===== config.mk =====
export PLATFORM = sky130hd
export DESIGN_NAME = ipd_config_words
export DESIGN_NICKNAME = d
export VERILOG_FILES = /design/src/hw/ipd_pkg.sv /design/src/hw/ipd_config_words.sv
export VERILOG_INCLUDE_DIRS = /design/src /design/src/hw
export SDC_FILE = /design/constraint.sdc
export NUM_CORES = 1
export LEC_CHECK = 0
export BUFFER_PORTS_ARGS = -buffer_cell sky130_fd_sc_hd__buf_2
export CORE_UTILIZATION = 30
export DETAILED_ROUTE_END_ITERATION = 8
export PLACE_DENSITY = 0.55
export SLEW_MARGIN = 15
export SYNTH_ARGS = -nofsm -noshare
export SYNTH_HDL_FRONTEND = slang
export SYNTH_SLANG_ARGS = --single-unit

===== constraint.sdc =====
create_clock -name ref_clk_i -period 3.49 [get_ports ref_clk_i]
set_input_delay 0.8725 -clock ref_clk_i [delete_from_list [all_inputs] [get_ports ref_clk_i]]
set_output_delay 0.8725 -clock ref_clk_i [all_outputs]
set_load 0.005 [all_outputs]

===== src/hw/ipd_defines.svh =====
/*
  Constants for the IF divider configuration words: address codes,
  field positions, fixed patterns and built-in default divider values.
  Assumes nothing; included by the package and the design module.
*/
`ifndef IPD_DEFINES_SVH
`define IPD_DEFINES_SVH

// ------------------------------------------------------------------
// Word format
// ------------------------------------------------------------------
`define IPD_WORD_W        24

// ------------------------------------------------------------------
// Address codes in the low bits of each word
// ------------------------------------------------------------------
`define IPD_FB_CODE       4'h7
`define IPD_FB_CODE_W     4
`define IPD_REF_CODE      5'h0F
`define IPD_REF_CODE_W    5
`define IPD_TEST_CODE     6'h1F
`define IPD_TEST_CODE_W   6

// ------------------------------------------------------------------
// Field positions
// ------------------------------------------------------------------
`define IPD_SWALLOW_MSB   16
`define IPD_SWALLOW_LSB   13
`define IPD_MAIN_MSB      12
`define IPD_MAIN_LSB      4
`define IPD_REF_MSB       13
`define IPD_REF_LSB       5
`define IPD_FB_FIX_LSB    17
`define IPD_FB_FIX        7'h08
`define IPD_REF_FIX_LSB   14
`define IPD_REF_FIX       10'h0C2

// ------------------------------------------------------------------
// Built-in defaults and ratio scaling
// ------------------------------------------------------------------
`define IPD_DEF_SWALLOW   4'h0
`define IPD_DEF_MAIN      9'h010
`define IPD_DEF_REF       9'h002
`define IPD_MAIN_SHIFT    4

`endif


===== src/hw/ipd_pkg.sv =====
/*
  Types for the IF divider configuration words.
  Assumes ipd_defines.svh is on the include path.
*/
`include "ipd_defines.svh"

package ipd_pkg;

  // Three-wire serial link pins, as seen at the device
  typedef struct packed {
    logic clk;
    logic data;
    logic latch;
  } ipd_serial_t;

  // Divider settings in force
  typedef struct packed {
    logic [3:0] swallow;
    logic [8:0] main;
    logic [8:0] ref_div;
  } ipd_div_cfg_t;

  typedef logic [`IPD_WORD_W-1:0] ipd_word_t;
  typedef logic [12:0]            ipd_ratio_t;

endpackage


===== src/hw/ipd_config_words.sv =====
/*
  Serial receiver and decoder for the IF feedback-counter, IF
  reference-divider and factory test configuration words.
  Assumes the link pins and the default-select level arrive unsynchronised;
  the link clock is much slower than ref_clk_i (800 ns vs 100 ns).
*/
`timescale 1ns/1ps
`include "ipd_defines.svh"

module ipd_config_words #(
  parameter logic [3:0] DEF_SWALLOW = `IPD_DEF_SWALLOW,
  parameter logic [8:0] DEF_MAIN    = `IPD_DEF_MAIN,
  parameter logic [8:0] DEF_REF     = `IPD_DEF_REF
) (
  input  wire logic                 ref_clk_i,
  input  wire logic                 rst_i,
  input  wire ipd_pkg::ipd_serial_t link_i,
  input  wire logic                 use_default_dividers_i,
  output ipd_pkg::ipd_div_cfg_t     div_cfg_o,
  output ipd_pkg::ipd_ratio_t       fb_ratio_o,
  output logic                      test_active_o,
  output logic                      word_taken_o,
  output logic                      fixed_bad_o
);
  import ipd_pkg::*;

  // ----------------------------------------------------------------
  // Input synchronisers
  // ----------------------------------------------------------------
  ipd_serial_t link_s1;
  ipd_serial_t link_s2;
  ipd_serial_t link_d;
  logic        def_s1;
  logic        def_s2;

  // Two flops per pin; only stage two is read by logic
  always_ff @(posedge ref_clk_i or posedge rst_i) begin
    if (rst_i) begin
      link_s1 <= '0;
      link_s2 <= '0;
      def_s1  <= 1'b1;
      def_s2  <= 1'b1;
    end else begin
      link_s1 <= link_i;
      link_s2 <= link_s1;
      def_s1  <= use_default_dividers_i;
      def_s2  <= def_s1;
    end
  end

  // Delayed copy of stage two for edge finding
  always_ff @(posedge ref_clk_i or posedge rst_i) begin
    if (rst_i) begin
      link_d <= '0;
    end else begin
      link_d <= link_s2;
    end
  end

  logic clk_rise;
  logic latch_rise;

  // Edges of the slow link clock and latch line
  assign clk_rise   = link_s2.clk & ~link_d.clk;
  assign latch_rise = link_s2.latch & ~link_d.latch;

  // ----------------------------------------------------------------
  // Shift register
  // ----------------------------------------------------------------
  ipd_word_t shift_reg;

  // MSB first, one bit per link clock rising edge
  always_ff @(posedge ref_clk_i or posedge rst_i) begin
    if (rst_i) begin
      shift_reg <= '0;
    end else if (clk_rise) begin
      shift_reg <= {shift_reg[`IPD_WORD_W-2:0], link_s2.data};
    end
  end

  // ----------------------------------------------------------------
  // Address decode
  // ----------------------------------------------------------------
  logic test_hit;
  logic ref_hit;
  logic fb_hit;

  // Test code checked first, then reference, then feedback
  assign test_hit = latch_rise &
    (shift_reg[`IPD_TEST_CODE_W-1:0] == `IPD_TEST_CODE);
  assign ref_hit  = latch_rise & ~test_hit &
    (shift_reg[`IPD_REF_CODE_W-1:0] == `IPD_REF_CODE);
  assign fb_hit   = latch_rise & ~test_hit & ~ref_hit &
    (shift_reg[`IPD_FB_CODE_W-1:0] == `IPD_FB_CODE);

  logic fb_fix_ok;
  logic ref_fix_ok;

  // Fixed upper patterns, reported but not required
  assign fb_fix_ok  = shift_reg[`IPD_WORD_W-1:`IPD_FB_FIX_LSB]
                      == `IPD_FB_FIX;
  assign ref_fix_ok = shift_reg[`IPD_WORD_W-1:`IPD_REF_FIX_LSB]
                      == `IPD_REF_FIX;

  // ----------------------------------------------------------------
  // Programmed values
  // ----------------------------------------------------------------
  logic [3:0] prog_swallow;
  logic [8:0] prog_main;
  logic [8:0] prog_ref;
  logic       test_written;

  // Feedback-counter fields
  always_ff @(posedge ref_clk_i or posedge rst_i) begin
    if (rst_i) begin
      prog_swallow <= `IPD_DEF_SWALLOW;
      prog_main    <= `IPD_DEF_MAIN;
    end else if (fb_hit) begin
      prog_swallow <=
        shift_reg[`IPD_SWALLOW_MSB:`IPD_SWALLOW_LSB];
      prog_main    <= shift_reg[`IPD_MAIN_MSB:`IPD_MAIN_LSB];
    end
  end

  // Reference-divider field
  always_ff @(posedge ref_clk_i or posedge rst_i) begin
    if (rst_i) begin
      prog_ref <= `IPD_DEF_REF;
    end else if (ref_hit) begin
      prog_ref <= shift_reg[`IPD_REF_MSB:`IPD_REF_LSB];
    end
  end

  // Test word seen since reset
  always_ff @(posedge ref_clk_i or posedge rst_i) begin
    if (rst_i) begin
      test_written <= 1'b0;
    end else if (test_hit) begin
      test_written <= 1'b1;
    end
  end

  // ----------------------------------------------------------------
  // Selection and outputs
  // ----------------------------------------------------------------
  ipd_div_cfg_t next_cfg;
  ipd_ratio_t   next_ratio;

  // Defaults unless default-select is low
  always_comb begin
    next_cfg.swallow = def_s2 ? DEF_SWALLOW : prog_swallow;
    next_cfg.main    = def_s2 ? DEF_MAIN    : prog_main;
    next_cfg.ref_div = def_s2 ? DEF_REF     : prog_ref;
    next_ratio = {next_cfg.main, 4'h0} +
                 {9'h000, next_cfg.swallow};
  end

  // Registered divider settings
  always_ff @(posedge ref_clk_i or posedge rst_i) begin
    if (rst_i) begin
      div_cfg_o  <= '0;
      fb_ratio_o <= '0;
    end else begin
      div_cfg_o  <= next_cfg;
      fb_ratio_o <= next_ratio;
    end
  end

  // Test mode and word status flags
  always_ff @(posedge ref_clk_i or posedge rst_i) begin
    if (rst_i) begin
      test_active_o <= 1'b0;
      word_taken_o  <= 1'b0;
      fixed_bad_o   <= 1'b0;
    end else begin
      test_active_o <= test_written & ~def_s2;
      word_taken_o  <= fb_hit | ref_hit | test_hit;
      fixed_bad_o   <= (fb_hit & ~fb_fix_ok) | (ref_hit & ~ref_fix_ok);
    end
  end

  // ----------------------------------------------------------------
  // Checks
  // ----------------------------------------------------------------
  chk_shift_in: assert property (
    @(posedge ref_clk_i) disable iff (rst_i)
    clk_rise |=> shift_reg[0] == $past(link_s2.data))
    else $error("shift register missed a data bit");
  chk_fb_load: assert property (
    @(posedge ref_clk_i) disable iff (rst_i)
    fb_hit |=> prog_swallow == $past(shift_reg[16:13])
           && prog_main == $past(shift_reg[12:4]))
    else $error("feedback word fields not loaded");
  chk_ref_load: assert property (
    @(posedge ref_clk_i) disable iff (rst_i)
    ref_hit |=> prog_ref == $past(shift_reg[13:5]) && $stable(prog_main))
    else $error("reference word misrouted");
  chk_test_load: assert property (
    @(posedge ref_clk_i) disable iff (rst_i)
    test_hit |=> test_written && $stable(prog_ref) && $stable(prog_main))
    else $error("test word misrouted");
  chk_fb_select: assert property (
    @(posedge ref_clk_i) disable iff (rst_i)
    !def_s2 ##1 1 |-> div_cfg_o.main == $past(prog_main)
                   && div_cfg_o.swallow == $past(prog_swallow))
    else $error("programmed feedback counts not applied");
  chk_fb_default: assert property (
    @(posedge ref_clk_i) disable iff (rst_i)
    def_s2 |=> div_cfg_o.main == DEF_MAIN
            && div_cfg_o.swallow == DEF_SWALLOW)
    else $error("default feedback counts not kept");
  chk_ref_select: assert property (
    @(posedge ref_clk_i) disable iff (rst_i)
    1 |=> div_cfg_o.ref_div == ($past(def_s2) ? DEF_REF : $past(prog_ref)))
    else $error("reference divide selection wrong");
  chk_fb_ratio: assert property (
    @(posedge ref_clk_i) disable iff (rst_i)
    ##1 fb_ratio_o == 13'(16 * div_cfg_o.main) + 13'(div_cfg_o.swallow))
    else $error("feedback ratio wrong");
  chk_test_gate: assert property (
    @(posedge ref_clk_i) disable iff (rst_i)
    1 |=> test_active_o == ($past(test_written) && !$past(def_s2)))
    else $error("test mode gating wrong");

endmodule


==> metrics <==
Synth Area in Simple Gates=0.07673; CTS tree=done; Clock Path Buffers=2; Comb power frac=0.123; Final Setup Violations=0; first-pass GRT wire length=a little under 8000 um; total gr overflow=0; sequential share of power=0.590; Slew Viols, Final=0; post-synthesis compound-gate area fraction=0.009696; hold buffer count at CTS=0; core area=9415 sq um; height of the chip=between 100 and 150 um; Setup TNS=0 ns; total power per unit cell area=629.5 nW/um^2; Switch Pwr=0.0005523 W; Max Clock Skew=0.008720 ns; Num CTS Buffers=9; Worst Hold Class=register to register; I/O pins=44; Synth Area per Inst=15.96 sq um; run status=finished, final reports clean; Die Width=101.5 um; post-synthesis share of cell area spent on full adders, half adders and majority gates=0; Inst Count DP=340; Non-Filler Instances=around 360; mux contribution to synthesized area=0.1745; Buf/Inv on CP=0; sequential share of the synthesized area=0.6931; Root Buffer=clkbuf_8; GP Congestion=0.6828; largest family of logic cells by synthesized area=multiplexers; crit-path leading delay family=simple AND/OR/NAND/NOR gates; detailed-route wire length=4379 um; Slew HR=0.2127; WP data arrival=2.14 ns; Rows=35; critical path's slowest cell=nor3_2; vias in the first global route=about 1.6k; Cell variety after synth=22; pin count of the biggest net entering global routing=43; layout cell share with drive strength beyond 1=0.5198; starting density of the core=0.3152; Fin. Hold Viols=0; total power=0.002149 W; power share of the clock group=0.287; cell area after layout=3413 sq um; DRT iter0 DRCs=58; DR vias=1450; Cells after Synth=186; Layout area overhead=15.01%; Synth Area in XOR/XNOR=0; P_leak=1.729 nW; clock period minus worst slack=1.905 ns; commonest non-fill, non-tap cell in the layout=dfrtp_1; clk sink count=82; post-route ant nets=0; antenna violations before repair=0; DP Area=3232 sq um; area of the multi-input gates=774.5 sq um; Reg clk slew, reported paths=0.08 ns; WL per Instance=12.30 um; fmax=524.8 MHz; n_diodes=0; Setup CP Type=register to register; number of flip-flops in the largest register=24; slowest stage delay, CP=0.82 ns; GR Util All Layers=0.1006; period utilization=0.5460; post-synth top area cell=dfrtp_1; Fillers=905; RSZ-0062 raised after global routing=false; cells resized by post-CTS repair=0; synthesized flop and latch total=82; Synth top area share=0.6577; worst path required time=roughly 3.7 ns; worst-margin pin slew=between 1 and 1.5 ns; Max IR drop VDD=265.4 uV; crit path max fanout=13; synthesized area=2968 sq um; port bufs=43; DRC=0; internal power=0.001596 W; Worst setup EP type=register; nets@finish=roughly 230; CTS H-tree depth=3; synth top area cells=dfrtp_1 (66%), mux2_2 (17%), nor2b_1 (4.2%); full die area=roughly 10000 sq um; number of max-cap violations=0; crit path launch type=register; sequential cell area=2057 sq um; switching share of power=0.2570; cell chain of the critical path=nand4_2 > nor3_2 > mux2_2; Finished Core Util=0.3625; post-CTS setup buffers=0; Detailed Routing Iterations Pass 1=4; Clock Latency Late Sink=0.34 ns; most frequent cells in the layout=dfrtp_1 (78), mux2_2 (46), buf_2 (43); syn_nets=192; hpwl dp=2763 um; drt via density=4.073; Synth Warn #=0
==> final cells by class <==
cell class                      count  area share
Sequential cell                    82      0.6026
Multi-Input combinational cell     82      0.2269
Timing Repair Buffer               45     0.06745
Tap cell                          129     0.04729
Clock buffer                       12     0.04545
Clock inverter                      4    0.007698
Inverter                            2    0.002566
==> power groups by stage <==
stage	registers [W]	clock network (W)	logic [W]
5_1_grt	0.00130	0.000678	0.000300
6_report	0.00127	0.000617	0.000264
3_5_place_dp	0.00129	0	0.000269
3_3_place_gp	0.00129	0	0.000264
2_1_floorplan	0.00123	0	0.000232
4_1_cts	0.00127	0.000644	0.000271
==> final timing paths <==
path	endpoint	cells past startpoint	slack, ns	from
min in group asynchronous	div_cfg_o[18]	2	0.61	rst_i
hold / removal	link_s2[0]	0	0.35	link_s1[0]
max in group asynchronous	prog_ref[1]	3	2.09	rst_i
setup / recovery	prog_main[6]	3	1.58	shift_reg[1]
setup reg to reg	prog_main[6]	3	1.58	shift_reg[1]
hold reg to reg	link_s2[0]	0	0.35	link_s1[0]
==> cell usage after synthesis, drive strengths merged <==
| library cell | number |
|---|---|
| inv | 2 |
| nor3 | 2 |
| nand2b | 1 |
| or4b | 1 |
| nor2b | 20 |
| nand2 | 1 |
| nand4 | 1 |
| mux2 | 46 |
| nor4b | 1 |
| dfstp | 4 |
| o31ai | 1 |
| nand4b | 1 |
| buf | 17 |
| a31oi | 1 |
| nor2 | 1 |
| a221oi | 1 |
| clkbuf | 3 |
| o22ai | 1 |
| dfrtp | 78 |
| or2 | 3 |
==> logic make-up after synthesis <==
| kind of cell | Yosys count |
|---|---|
| and+or+nand+nor | 32 |
| DFF | 82 |
| AOI/OAI and AO/OA | 4 |
| buffers and inverters | 22 |
| muxes | 46 |
==> worst reg2reg max path, delay by kind of cell (launching register included) <==
family,cells,cell delay (ns)
and+or+nand+nor,2,0.99
DFF,1,0.39
muxes,1,0.42
==> layer usage <==
layer	GRT usage	up-vias	wire (um)
li1	-	691	-
met1	0.1185	716	2043
met2	0.1622	36	2077
met3	0.03520	7	186
met4	0.05351	0	72
met5	0	-	0
==> per-stage QoR <==
stage / hold WS [ns] / setup slack [ns]
finish: 0.3514 / 1.585
global placement: 0.3337 / 1.606
CTS: 0.3525 / 1.510
detailed placement: 0.3347 / 1.517
global route: 0.3616 / 1.457
floorplan: 0.3312 / 0.5157
(Power assumes the default switching activity.)
